<file path="config.mk">
export PLATFORM = sky130hd
export DESIGN_NAME = rhw_hour_scale
export DESIGN_NICKNAME = d
export VERILOG_FILES = /design/src/logic/rhw_pkg.sv /design/src/logic/rhw_hour_scale.sv
export SDC_FILE = /design/constraint.sdc
export NUM_CORES = 1
export LEC_CHECK = 0
export BUFFER_PORTS_ARGS = -buffer_cell sky130_fd_sc_hd__buf_4
export CAP_MARGIN = 15
export CORE_UTILIZATION = 39
export DETAILED_ROUTE_END_ITERATION = 10
export GPL_TIMING_DRIVEN = 0
export PLACE_DENSITY_LB_ADDON = 0.15
export SKIP_LAST_GASP = 1
export SYNTH_ARGS = -nofsm -noshare
export SYNTH_HDL_FRONTEND = slang
export SYNTH_SLANG_ARGS = --single-unit
</file>
<file path="constraint.sdc">
create_clock -name i_clk -period 1.2 [get_ports i_clk]
set_input_delay 0 -clock i_clk [delete_from_list [all_inputs] [get_ports i_clk]]
set_output_delay 0 -clock i_clk [all_outputs]
set_load 0.02 [all_outputs]
</file>
<file path="src/logic/rhw_pkg.sv">
// Package for the hour-scale and weekday block of the clock.
// Assumes an APB slave with 32-bit data and byte addresses.

package rhw_pkg;

    // ************************************************
    // Register map
    // ************************************************
    localparam logic [7:0]  RHW_OFS_SCALE   = 8'h14;
    localparam logic [7:0]  RHW_OFS_WEEKDAY = 8'h18;
    localparam logic [31:0] RHW_RST_SCALE   = 32'h0000_0001;
    localparam logic [31:0] RHW_RST_WEEKDAY = 32'h0000_0006;

    // ************************************************
    // Field layout
    // ************************************************
    localparam int          RHW_SCALE_BIT   = 0;
    localparam int          RHW_DOW_W       = 3;
    localparam logic [2:0]  RHW_DOW_FIRST   = 3'h0;
    localparam logic [2:0]  RHW_DOW_LAST    = 3'h6;
    localparam logic        RHW_SCALE_24    = 1'b1;

    // ************************************************
    // Hour digit codes
    // ************************************************
    localparam logic [1:0]  RHW_PM_TENS     = 2'h2;
    localparam logic [5:0]  RHW_H_ZERO      = 6'h00;
    localparam logic [5:0]  RHW_H_NOON      = 6'h12;
    localparam logic [5:0]  RHW_H_PM_NOON   = 6'h32;
    localparam logic [3:0]  RHW_ONES_TWO    = 4'h2;
    localparam logic [3:0]  RHW_ONES_EIGHT  = 4'h8;
    localparam logic [3:0]  RHW_ONES_NINE   = 4'h9;
    localparam logic [3:0]  RHW_ONES_TEN    = 4'ha;
    localparam logic [1:0]  RHW_TENS_ONE    = 2'h1;

    // Hour digits as they sit in bits [21:16] of the time values
    typedef struct packed {
        logic [1:0] tens;
        logic [3:0] ones;
    } rhw_hour_t;

    // APB request from the master
    typedef struct packed {
        logic        psel;
        logic        penable;
        logic        pwrite;
        logic [7:0]  paddr;
        logic [31:0] pwdata;
    } rhw_apb_req_t;

endpackage

</file>
<file path="src/logic/rhw_hour_scale.sv">
// Hour-scale select and day-of-week registers with hour digit conversion.
// Assumes an APB master on i_clk and a day rollover pulse on the same clock.
//
// Summary of operation
// - A read/write bit 0 selects the 24-hour scale when 1 and the 12-hour scale when 0, and resets to 1.
// - The chosen scale applies to the hour digits of both the loaded time and the alarm value.
// - In 12-hour scale midnight reads 12 and morning hours one to eleven read 01 to 11.
// - In 12-hour scale noon reads 32 and afternoon hours one to eleven read 21 to 31.
// - The weekday is a three-bit read/write field from 0 for Sunday up to 6 for Saturday.
// - The weekday resets to 6 and all bits above it read as zero.
// - Hour digits are handled as BCD and written values are never checked.

`timescale 1ns/1ps
`default_nettype none

module rhw_hour_scale
#(
    parameter int ADDR_W = 8
)
(
    // Clock and reset
    input  wire logic              i_clk,
    input  wire logic              i_reset_n,
    // APB slave
    input  wire logic              i_psel,
    input  wire logic              i_penable,
    input  wire logic              i_pwrite,
    input  wire logic [ADDR_W-1:0] i_paddr,
    input  wire logic [31:0]       i_pwdata,
    output logic [31:0]            o_prdata,
    output logic                   o_pready,
    output logic                   o_pslverr,
    // Hour digits written by software in the active scale
    input  wire rhw_pkg::rhw_hour_t i_load_hour,
    input  wire rhw_pkg::rhw_hour_t i_alarm_hour,
    // Counter hour in 24-hour code
    input  wire rhw_pkg::rhw_hour_t i_count_hour,
    // Day rollover pulse from the calendar counter
    input  wire logic              i_day_rollover,
    // Converted hours
    output rhw_pkg::rhw_hour_t     o_load_hour24,
    output rhw_pkg::rhw_hour_t     o_alarm_hour24,
    output rhw_pkg::rhw_hour_t     o_count_hour_scaled,
    // Register state
    output logic                   o_hour_scale_bit,
    output logic [2:0]             o_day_of_week
);
    import rhw_pkg::*;

    // ************************************************
    // Elaboration checks
    // ************************************************
    generate
        if (ADDR_W < 8)
        begin : g_addr_chk
            $error("ADDR_W must be at least 8");
        end
        // The weekday port and field must agree, or a write would be cut or padded
        if (RHW_DOW_W != $bits(o_day_of_week))
        begin : g_dow_chk
            $error("Weekday field width does not match its port");
        end
        // Each register takes one aligned word
        if ((RHW_OFS_SCALE[1:0] != 2'b00) || (RHW_OFS_WEEKDAY[1:0] != 2'b00))
        begin : g_align_chk
            $error("Register offsets must be word aligned");
        end
    endgenerate

    // ************************************************
    // Conversion functions
    // ************************************************
    // 12-hour code to 24-hour code; odd codes go unchecked and pass through only when tens is below 2
    function automatic rhw_hour_t to_24(input rhw_hour_t h);
        rhw_hour_t r;
        logic [3:0] o;
        logic [1:0] t;
        r = h;
        o = 4'h0;
        t = 2'h0;
        if (h.tens >= RHW_PM_TENS)
        begin
            if (h == RHW_H_PM_NOON)
            begin
                r = RHW_H_NOON;
            end
            else
            begin
                // Strip PM offset then add twelve in BCD
                t = h.tens - RHW_PM_TENS + RHW_TENS_ONE;
                o = h.ones + RHW_ONES_TWO;
                if (o > RHW_ONES_NINE)
                begin
                    o = o - RHW_ONES_TEN;
                    t = t + RHW_TENS_ONE;
                end
                r.tens = t;
                r.ones = o;
            end
        end
        else if (h == RHW_H_NOON)
        begin
            r = RHW_H_ZERO;
        end
        return r;
    endfunction

    // 24-hour code to 12-hour code
    function automatic rhw_hour_t to_12(input rhw_hour_t h);
        rhw_hour_t r;
        logic [3:0] o;
        logic [1:0] t;
        r = h;
        o = 4'h0;
        t = 2'h0;
        if (h == RHW_H_ZERO)
        begin
            r = RHW_H_NOON;
        end
        else if (h == RHW_H_NOON)
        begin
            r = RHW_H_PM_NOON;
        end
        else if (h > RHW_H_NOON)
        begin
            // Subtract twelve in BCD then add the PM tens offset
            if (h.ones < RHW_ONES_TWO)
            begin
                o = h.ones + RHW_ONES_EIGHT;
                t = h.tens - RHW_PM_TENS;
            end
            else
            begin
                o = h.ones - RHW_ONES_TWO;
                t = h.tens - RHW_TENS_ONE;
            end
            r.tens = t + RHW_PM_TENS;
            r.ones = o;
        end
        return r;
    endfunction

    // Register select; the upper address bits must be clear so aliases stay unmapped
    function automatic logic reg_hit(input logic [7:0] low, input logic [7:0] ofs, input logic upper_ok);
        return upper_ok && (low == ofs);
    endfunction

    // ************************************************
    // Registers
    // ************************************************
    logic             scale_q;
    logic [2:0]       dow_q;
    logic [2:0]       dow_d;
    logic             pready_q;
    logic             pslverr_q;
    logic [31:0]      prdata_q;
    rhw_hour_t        load24_q;
    rhw_hour_t        alarm24_q;
    rhw_hour_t        cnt12_q;

    // ************************************************
    // Bus decode
    // ************************************************
    rhw_apb_req_t     req;
    wire logic        access;
    wire logic        commit;
    wire logic        wr_commit;
    wire logic        hit_scale;
    wire logic        hit_dow;
    wire logic        mapped;
    wire logic        upper_zero;
    wire logic        wr_scale;
    wire logic        wr_dow;
    wire logic        first_cycle;
    wire logic        rd_take;
    wire logic [31:0] rd_mux;

    assign req.psel    = i_psel;
    assign req.penable = i_penable;
    assign req.pwrite  = i_pwrite;
    assign req.paddr   = i_paddr[7:0];
    assign req.pwdata  = i_pwdata;

    // One wait state: pready rises in the second access cycle
    assign access    = req.psel & req.penable;
    assign commit    = access & pready_q;
    assign wr_commit = commit & req.pwrite;
    assign upper_zero  = ((i_paddr >> $bits(req.paddr)) == '0);
    assign hit_scale   = reg_hit(req.paddr, RHW_OFS_SCALE, upper_zero);
    assign hit_dow     = reg_hit(req.paddr, RHW_OFS_WEEKDAY, upper_zero);
    assign mapped      = hit_scale | hit_dow;
    assign wr_scale    = wr_commit & hit_scale;
    assign wr_dow      = wr_commit & hit_dow;
    // Only the first access cycle answers, so pready stands for exactly one cycle
    assign first_cycle = access & ~pready_q;
    assign rd_take     = first_cycle & ~req.pwrite;

    // Reserved bits read as zero
    assign rd_mux = hit_scale ? {31'h0000_0000, scale_q} :
                    hit_dow   ? {29'h0000_0000, dow_q}   :
                                32'h0000_0000;

    // ************************************************
    // Weekday next value
    // ************************************************
    // A software write in the rollover cycle wins, as it reloads the day
    always_comb
    begin
        dow_d = dow_q;
        if (wr_dow)
        begin
            dow_d = req.pwdata[RHW_DOW_W-1:0];
        end
        else if (i_day_rollover)
        begin
            dow_d = (dow_q >= RHW_DOW_LAST) ? RHW_DOW_FIRST : dow_q + 3'h1;
        end
    end

    // ************************************************
    // Register state
    // ************************************************
    always_ff @(posedge i_clk or negedge i_reset_n)
    begin
        if (!i_reset_n)
        begin
            scale_q <= RHW_RST_SCALE[RHW_SCALE_BIT];
            dow_q   <= RHW_RST_WEEKDAY[RHW_DOW_W-1:0];
        end
        else
        begin
            // Writes land at the edge that sees pready high
            if (wr_scale)
            begin
                scale_q <= req.pwdata[RHW_SCALE_BIT];
            end
            dow_q <= dow_d;
        end
    end

    // ************************************************
    // APB answer
    // ************************************************
    always_ff @(posedge i_clk or negedge i_reset_n)
    begin
        if (!i_reset_n)
        begin
            pready_q  <= 1'b0;
            pslverr_q <= 1'b0;
            prdata_q  <= 32'h0000_0000;
        end
        else
        begin
            pready_q  <= first_cycle;
            // Unmapped addresses answer with an error and drop writes
            pslverr_q <= first_cycle & ~mapped;
            prdata_q  <= rd_take ? rd_mux : 32'h0000_0000;
        end
    end

    // ************************************************
    // Hour conversion
    // ************************************************
    // The scale bit is read live, so a scale write shows on the next converted value
    wire rhw_hour_t   load_sel;
    wire rhw_hour_t   alarm_sel;
    wire rhw_hour_t   cnt_sel;

    assign load_sel  = scale_q ? i_load_hour  : to_24(i_load_hour);
    assign alarm_sel = scale_q ? i_alarm_hour : to_24(i_alarm_hour);
    assign cnt_sel   = scale_q ? i_count_hour : to_12(i_count_hour);

    // Registered so every output comes from a flop; one cycle of lag
    always_ff @(posedge i_clk or negedge i_reset_n)
    begin
        if (!i_reset_n)
        begin
            load24_q  <= RHW_H_ZERO;
            alarm24_q <= RHW_H_ZERO;
            cnt12_q   <= RHW_H_ZERO;
        end
        else
        begin
            load24_q  <= load_sel;
            alarm24_q <= alarm_sel;
            cnt12_q   <= cnt_sel;
        end
    end

    // ************************************************
    // Outputs
    // ************************************************
    assign o_prdata            = prdata_q;
    assign o_pready            = pready_q;
    assign o_pslverr           = pslverr_q;
    assign o_load_hour24       = load24_q;
    assign o_alarm_hour24      = alarm24_q;
    assign o_count_hour_scaled = cnt12_q;
    assign o_hour_scale_bit    = scale_q;
    assign o_day_of_week       = dow_q;

endmodule

`default_nettype wire

</file>
==> flow_summary.yaml, run 1 <==
timing:
  fmax_mhz: 781
  hold_viol_final: 0
  setup_violations: 6
  slew_violations: 0
  finalCritPeriodShare: 1.07
  tns_ps: -358
  setup_slack_ps: -79.8
  finClkSkew_ps: 2.12
  rsz0062_at_grt: "true"
  min_period_ps: 1280
cts:
  clockRootBuffer: "clkbuf_8"
  cts_tree: "done"
  cts_buffers: 3
  insertion_delay_ps: 270
  numClockSinks: 27
  cts.htree.levels: 1
  clk_pin_slew_ps: 80
  cts_max_path_buffers: 2
layout:
  num-nets-final: 405
  fin_util: 0.617
  drive_gt1_frac: 0.409
  antenna_cells: 0
  syn_to_final_growth_pct: 51.6
grt:
  overflow: 0
  grt_pass1_wl_um: 6810
  grt.total_usage: 0.162
  grt_max_degree: 28
  antenna_found_initial: 0
  grt_pass1_vias: 1586
worst_setup_path:
  cp-start-kind: "flip-flop"
  r2r-start: "o_day_of_week[0]"
  crit_chain: "inv_2 -> ha_4 -> o311a_1 -> o21ai_1 -> o21a_1"
  rr_worst_depth: 5
  slowest_delay_ps: 410
  crit_family: "compound AO/OA/AOI/OAI gates"
  slowest_stage: "dfrtp_2"
  r2r_end: "o_day_of_week[2]"
  cp.arrival_ps: 1490
  crit_required_ps: 1410
  worstSetupPathType: "reg2reg"
  r2r_slack_ps: -80
  cp-end-kind: "flip-flop"
  critPathMaxFanout: 4
  path_buf_inv: 1
synth:
  synthDistinctLibCells: 54
  syn_area_um2: 1920
  ys_top_cells_by_area: "dfrtp_1 (31%), buf_4 (11%), ha_1 (9.8%)"
  synth-edff-count: 0
  synth_commonest_cells: "buf_4 (29), dfrtp_1 (24), ha_1 (15), inv_1 (14), nand2_1 (14)"
  synth_async_sr_flop_share: 1.00
  synthFlopType: "dfrtp_1"
  yosysTopAreaCell: "dfrtp_1"
  ys_seq_area_frac: 0.353
  ys_warn_count: 0
  syn_inst: 212
  synth_top_area_share: 0.312
  yosys_register_bits: 27
  post-synth-top-count-cell: "buf_4"
  syn-mean-instance-area_um2: 9.08
floorplan:
  dieArea_um2: 5220
  io_pins: 120
  die_h_um: 72.2
  rows: 25
  core_um2: 4720
  initial_utilization: 0.407
  die_w_um: 72.2
detailed_routing:
  viasPerCell: 4.49
  vias: 1759
  drtPass1Iterations: 4
  wl_met3_um: 277
  first_iter_violations: 64
  wl_met1_um: 1770
  drt-total-wl_um: 4280
  wl_per_cell_um: 10.9
  drc: 0
  topRoutingLayerUsed: "met4"
  postRouteAntennaNets: 0
  met2_length_um: 2210
worst_hold_path:
  holdPathEnd: "o_load_hour24[1]"
  hp-class: "in2reg"
  hold_start: "i_load_hour[1]"
  hold_depth: 2
placed_design:
  port_buffers: 57
  gp_congestion: 0.813
  hpwl_um: 3050
pwr:
  p_per_area_nw_per_um2: 979
  p_leak_nw: 1.47
  vdd_drop_max_uv: 399
status:
  status: "finished with violations"
  failed_checks: "negative setup slack"
flow_run:
  max-cap-violations: 0
[per-stage QoR]
stage                     area [um^2]  hold WS, ps  total power (W)  cells  setup slack, ps
final                            2920         12.4          0.00286    392            -79.8
after detailed placement         2580        -67.2          0.00223    364             -164
after global placement           2580        -69.0          0.00221    364             -150
after floorplan                  2070         -296          0.00184    240             -126
after global routing             2920         20.5          0.00306    392             -122
after CTS                        2830         2.27          0.00282    387            -87.3
[cell families (layout without fill, tap and decap cells)]
family	count (synthesis)	count (layout)	synth area share
other cells	1	29	0.00195
compound gates	53	53	0.181
flops	27	27	0.353
mux	2	2	0.0117
simple gates	57	57	0.170
fa+ha+maj	15	15	0.0975
xor+xnor	6	6	0.0273
buf+inv	51	136	0.157
[final cells by class]
class	instances	area, um^2
Buffer	37	260
Clock buffer	4	45.0
Fill cell	418	1810
Inverter	14	52.6
Multi-Input combinational cell	162	1150
Sequential cell	27	682
Tap cell	67	83.8
Timing Repair Buffer	81	644
[worst max-delay path by stage]
stage | from | end | slack, ps | cells after the start
floorplan | o_pready | o_prdata[1] | -130 | 3
detailed placement | i_alarm_hour[1] | o_alarm_hour24[3] | -160 | 6
global placement | i_alarm_hour[1] | o_alarm_hour24[3] | -150 | 6
finish | o_day_of_week[0] | o_day_of_week[2] | -80 | 5
global route | o_day_of_week[0] | o_day_of_week[2] | -120 | 5
CTS | o_pready | o_prdata[1] | -90 | 3
[power breakdown]
part	switching [W]	internal (W)	leakage, nW
registers	0.0000948	0.00105	0.326
logic	0.000621	0.000591	1.12
clock network	0.000263	0.000237	0.0228
total	0.000978	0.00188	1.47
[registers in the layout (all words and copies together), names as in the netlist]
signal,cells
o_prdata,3
o_hour_scale_bit,1
o_alarm_hour24,6
o_load_hour24,6
o_day_of_week,3
o_count_hour_scaled,6
o_pslverr,1
o_pready,1
[layout by cell type (no fill, tap or decap), types with 2 or more instances in the layout]
cell	count
buf_4	96
conb_1	29
dfrtp_1	22
nand2_1	14
ha_1	14
inv_1	13
dlygate4sd3_1	13
o21ai_1	9
clkbuf_1	7
o21ai_0	7
nor2_1	6
a21oi_1	6
nor2b_1	4
nor3_1	4
nand4_1	4
nor2_2	4
a21oi_2	3
xnor2_1	3
xor2_1	3
o21a_1	3
clkbuf_8	3
dfstp_2	3
a21o_1	2
nand3b_1	2
or2_2	2
a211oi_1	2
o211ai_1	2
dfrtp_2	2
[worst reg2reg max path, cell delays in order, from the launching register on]
cell and delay, ps:
dfrtp_2 410, inv_2 60, ha_4 160, o311a_1 330, o21ai_1 130, o21a_1 130
[metal layers]
layer / vias up / GRT usage
li1: 913 / -
met1: 775 / 0.188
met2: 68 / 0.301
met3: 3 / 0.0208
met4: 0 / 0.0610
met5: - / 0
[what timing repair did]
item / 4_1_cts / 5_1_grt
resized for setup: 6 / 16
setup endpoints to repair: 11 / 15
pin swaps: 4 / 10
hold buffers: 13 / 0
setup buffers: 6 / 5
endpoints found under the hold margin: 40 / 0
Power figures use the tool's default switching activity.
==> inputs of run 2 (changes only) <==
--- a/config.mk
+++ b/config.mk
@@ -10,7 +10,7 @@
 export CORE_UTILIZATION = 39
 export DETAILED_ROUTE_END_ITERATION = 10
 export GPL_TIMING_DRIVEN = 0
-export PLACE_DENSITY_LB_ADDON = 0.15
+export PLACE_DENSITY = 0.83
 export SKIP_LAST_GASP = 1
 export SYNTH_ARGS = -nofsm -noshare
 export SYNTH_HDL_FRONTEND = slang
==> run 2 against run 1 <==
Compared with the run above: power rose by 0.44%; sequential cell count unchanged; utilization up 0.053 points; critical path type unchanged; the run still ends with negative setup slack left; critical endpoint is now o_prdata[1]; clock power hardly changed; setup slack lost 22 ps.
==> flow_summary.yaml, run 2 (synthesized netlist as in run 1, its figures left out) <==
cts:
  clk_pin_slew_ps: 90
  cts.htree.levels: 1
  cts_max_path_buffers: 2
  cts_tree: "done"
  numClockSinks: 27
  clockRootBuffer: "clkbuf_8"
  insertion_delay_ps: 260
  cts_buffers: 3
worst_setup_path:
  cp-startpoint: "o_pready"
  r2r-start: "o_pready"
  slowest_stage: "or4b_4"
  cp-end-kind: "flip-flop"
  crit_chain: "nand3b_1 -> or4b_4 -> nor2_2"
  worstSetupPathType: "reg2reg"
  crit_required_ps: 1400
  cp-start-kind: "flip-flop"
  rr_worst_depth: 3
  cp_num_cells: 3
  cp.arrival_ps: 1510
  slowest_delay_ps: 550
  critPathMaxFanout: 3
  crit_family: "simple AND/OR/NAND/NOR gates"
  path_buf_inv: 0
layout:
  num-nets-final: 404
  drive_gt1_frac: 0.407
  antenna_cells: 0
  syn_to_final_growth_pct: 51.7
  mostFrequentLayoutCells: "buf_4 (91), conb_1 (29), dfrtp_1 (22)"
  mostFrequentLayoutCell: "buf_4"
floorplan:
  die_w_um: 72.2
  core_um2: 4720
  die_h_um: 72.2
  dieArea_um2: 5220
  initial_utilization: 0.407
  rows: 25
  io_pins: 120
grt:
  antenna_found_initial: 0
  grt_pass1_vias: 1707
  overflow: 0
  grt_max_degree: 28
  grt_pass1_wl_um: 7200
  grt.total_usage: 0.170
pwr:
  power_w: 0.00287
  p_per_area_nw_per_um2: 982
  vdd_drop_max_uv: 498
  p_leak_nw: 1.47
detailed_routing:
  wl_met1_um: 1640
  drtPass1Iterations: 4
  viasPerCell: 4.66
  drt-total-wl_um: 4340
  topRoutingLayerUsed: "met3"
  vias: 1822
  wl_met3_um: 297
  first_iter_violations: 67
  drc: 0
  met2_length_um: 2400
  wl_per_cell_um: 11.1
  postRouteAntennaNets: 0
status:
  status: "finished with violations"
  failed_checks: "negative setup slack"
placed_design:
  hpwl_um: 3080
  port_buffers: 57
  gp_congestion: 0.819
timing:
  finClkSkew_ps: 0.964
  setup_violations: 6
  setup_slack_ps: -102
  hold_viol_final: 0
  fmax_mhz: 768
  rsz0062_at_grt: "true"
  finalCritPeriodShare: 1.08
  min_period_ps: 1300
  slew_violations: 0
  holdWs_ps: 19.9
worst_hold_path:
  hold_start: "i_load_hour[1]"
  hp-class: "in2reg"
  hold_depth: 2
flow_run:
  max-cap-violations: 0
-- run 2: cell count changes in the layout (fill, tap and decap cells not counted), moves of 2 or more --
| cell | delta |
|---|---|
| buf_6 | +2 |
| o21ai_2 | +2 |
| nand2_1 | -2 |
| a21oi_1 | +2 |
| o21ai_1 | -2 |
| buf_4 | -5 |
| nand2_2 | +2 |
| nor2_2 | -2 |
-- run 2: layout make-up --
cell class,count,area [um^2]
tap,67,83.8
sequential,27,682
fill,405,1800
timing repair buffer,80,647
buffer,37,259
inverter,14,52.6
clock inverter,1,5.00
clock buffer,3,41.3
multi-input combinational,162,1150
-- run 2: final timing paths --
check                                          to  slack, ps
setup / recovery                      o_prdata[1]       -100
hold / removal                   o_load_hour24[1]         20
min in group asynchronous  o_count_hour_scaled[1]        190
hold reg to reg                       o_prdata[2]        530
setup reg to reg                      o_prdata[1]       -100
max in group asynchronous        o_hour_scale_bit        710
-- run 2: routing by layer --
layer / up-vias / global-route usage
met5: - / 0
met4: 0 / 0.0327
met3: 0 / 0.0236
met2: 69 / 0.339
met1: 850 / 0.189
li1: 903 / -
-- run 2: power by group --
part	internal (W)	leakage [nW]	switching, W	total (W)
registers	0.00105	0.326	0.0000925	0.00114
clock network	0.000232	0.0255	0.000268	0.000499
logic	0.000596	1.12	0.000632	0.00123
total	0.00188	1.47	0.000992	0.00287
-- run 2: per-stage QoR --
step | cell area [um^2] | utilization | setup slack, ps | std cells | setup TNS (ps)
floorplan | 2070 | - | -126 | 240 | -415
global placement | 2580 | 0.547 | -153 | 364 | -713
detailed placement | 2580 | 0.547 | -172 | 364 | -954
CTS | 2850 | 0.603 | -83.5 | 389 | -430
global route | 2920 | 0.618 | -145 | 391 | -1340
finish | 2920 | 0.618 | -102 | 391 | -460
-- run 2: repair_timing --
| action | in CTS | in global routing |
|---|---|---|
| hold endpoints to repair | 40 | 0 |
| hold buffers | 14 | 0 |
| resized for setup | 8 | 16 |
| setup buffers | 6 | 2 |
| pin swaps | 5 | 7 |
| endpoints found under the setup margin | 12 | 18 |
| gates cloned | 1 | 0 |
==> inputs of run 3 (changes only) <==
--- a/config.mk
+++ b/config.mk
@@ -5,12 +5,13 @@
 export SDC_FILE = /design/constraint.sdc
 export NUM_CORES = 1
 export LEC_CHECK = 0
-export BUFFER_PORTS_ARGS = -buffer_cell sky130_fd_sc_hd__buf_4
 export CAP_MARGIN = 15
-export CORE_UTILIZATION = 39
+export CORE_UTILIZATION = 57
 export DETAILED_ROUTE_END_ITERATION = 10
+export DONT_BUFFER_PORTS = 1
 export GPL_TIMING_DRIVEN = 0
-export PLACE_DENSITY = 0.83
+export PLACE_DENSITY = 0.81
+export SKIP_CTS_REPAIR_TIMING = 1
 export SKIP_LAST_GASP = 1
 export SYNTH_ARGS = -nofsm -noshare
 export SYNTH_HDL_FRONTEND = slang
==> run 3 against run 2 <==
Compared with the run above: the run ends with negative hold slack, negative setup slack left; routed wire length increased by 7.1%; final cell count decreased by 17%; die area decreased by 31%; via count decreased by 8.5%; critical endpoint is now o_day_of_week[2]; non-clock buffer count decreased by 43.
==> flow_summary.yaml, run 3 (synthesized netlist as in run 1, its figures left out) <==
worst_hold_path:
  hold_start: "i_day_rollover"
  hold_depth: 2
  hp-class: "in2reg"
  holdPathEnd: "o_day_of_week[0]"
cts:
  clk_pin_slew_ps: 150
  insertion_delay_ps: 320
  cts.htree.levels: 1
  numClockSinks: 27
  cts_max_path_buffers: 2
  cts_buffers: 3
  clockRootBuffer: "clkbuf_4"
  cts_tree: "done"
placed_design:
  hpwl_um: 2860
  port_buffers: 0
  dp_cells: 284
  gp_congestion: 0.827
floorplan:
  core_um2: 3130
  io_pins: 120
  die_h_um: 60.1
  dieArea_um2: 3610
  die_w_um: 60.1
  rows: 20
  initial_utilization: 0.615
timing:
  hold_viol_final: 5
  holdWs_ps: -126
  fmax_mhz: 687
  rsz0062_at_grt: "true"
  setup_slack_ps: -256
  finClkSkew_ps: 9.70
  slew_violations: 0
  finalCritPeriodShare: 1.21
  min_period_ps: 1460
  setup_violations: 18
pwr:
  power_w: 0.00253
  p_leak_nw: 1.25
  p_per_area_nw_per_um2: 996
  vdd_drop_max_uv: 671
grt:
  antenna_found_initial: 0
  grt_pass1_vias: 1310
  overflow: 0
  grt_pass1_wl_um: 5360
  grt.total_usage: 0.195
  grt_max_degree: 28
detailed_routing:
  wl_per_cell_um: 14.3
  vias: 1667
  viasPerCell: 5.13
  postRouteAntennaNets: 0
  drtPass1Iterations: 4
  drc: 0
  drt-total-wl_um: 4650
  first_iter_violations: 113
flow_run:
  max-cap-violations: 0
status:
  failed_checks: "negative hold slack, negative setup slack"
  status: "finished with violations"
layout:
  multi_input_area_um2: 1100
  num-nets-final: 361
  fin_cells: 325
  syn_to_final_growth_pct: 32.1
  drive_gt1_frac: 0.235
  nFillCells: 201
  fin_util: 0.813
  mostFrequentLayoutCell: "buf_4"
  regArea_um2: 682
  antenna_cells: 0
  mostFrequentLayoutCells: "buf_4 (36), conb_1 (29), dlygate4sd3_1 (27)"
worst_setup_path:
  r2r-start: "o_day_of_week[0]"
  r2r_end: "o_day_of_week[2]"
  cp-end-kind: "flip-flop"
  crit_required_ps: 1460
  critPathMaxFanout: 4
  cp-start-kind: "flip-flop"
  r2r_slack_ps: -260
  worstSetupPathType: "reg2reg"
  rr_worst_depth: 5
  cp.arrival_ps: 1720
run 3: cell count changes in the layout (fill, tap and decap cells not counted), sizes merged:
cell | previous run | this run
buf | 95 | 41
clkbuf | 11 | 9
dlygate4sd3 | 14 | 27
run 3: worst max-delay path by stage:
stage                       end  slack (ps)  cells after the start             start
3_3_place_gp        o_prdata[1]        -180                      3          o_pready
2_1_floorplan       o_prdata[1]        -130                      3          o_pready
6_report       o_day_of_week[2]        -260                      5  o_day_of_week[0]
4_1_cts             o_prdata[2]        -230                      3          o_pready
3_5_place_dp        o_prdata[2]        -200                      3          o_pready
5_1_grt        o_day_of_week[2]        -290                      5  o_day_of_week[0]
run 3: final cells by class:
cell class / instances / share of cell area
repair buffers: 37 / 0.144
plain buffers: 37 / 0.101
clock buffers: 3 / 0.00886
flip-flops and latches: 27 / 0.268
clock inverters: 1 / 0.00197
inverters: 14 / 0.0207
multi-input cells: 162 / 0.434
well taps: 44 / 0.0217
run 3: stage by stage:
step / TNS, ps / cell area, um^2 / setup WS, ps
after CTS: -2150 / 2150 / -228
after global routing: -2980 / 2540 / -289
after global placement: -1630 / 2130 / -182
after detailed placement: -1730 / 2130 / -197
after floorplan: -415 / 2070 / -126
final: -2020 / 2540 / -256
run 3: where the power goes:
| group | total [W] | leakage (nW) | switching, W | internal, W |
|---|---|---|---|---|
| sequential | 0.00131 | 0.326 | 0.000262 | 0.00105 |
| combinational | 0.000831 | 0.902 | 0.000416 | 0.000414 |
| clock | 0.000389 | 0.0177 | 0.000265 | 0.000125 |
run 3: worst max-delay path: stages, from the launching register on:
cell and delay (ps):
dfrtp_2 500, inv_2 90, ha_4 170, o311a_1 360, o21ai_1 130, o21a_1 150
run 3: layer usage:
| metal | part of all wire | wire length [um] | track usage | vias to the layer above |
|---|---|---|---|---|
| met2 | 0.53 | 2470 | 0.355 | 80 |
| met4 | 0.0099 | 46 | 0.0565 | 0 |
| met1 | 0.39 | 1810 | 0.222 | 763 |
| met5 | 0 | 0 | 0 | - |
| met3 | 0.070 | 324 | 0.0455 | 4 |
| li1 | - | - | - | 820 |
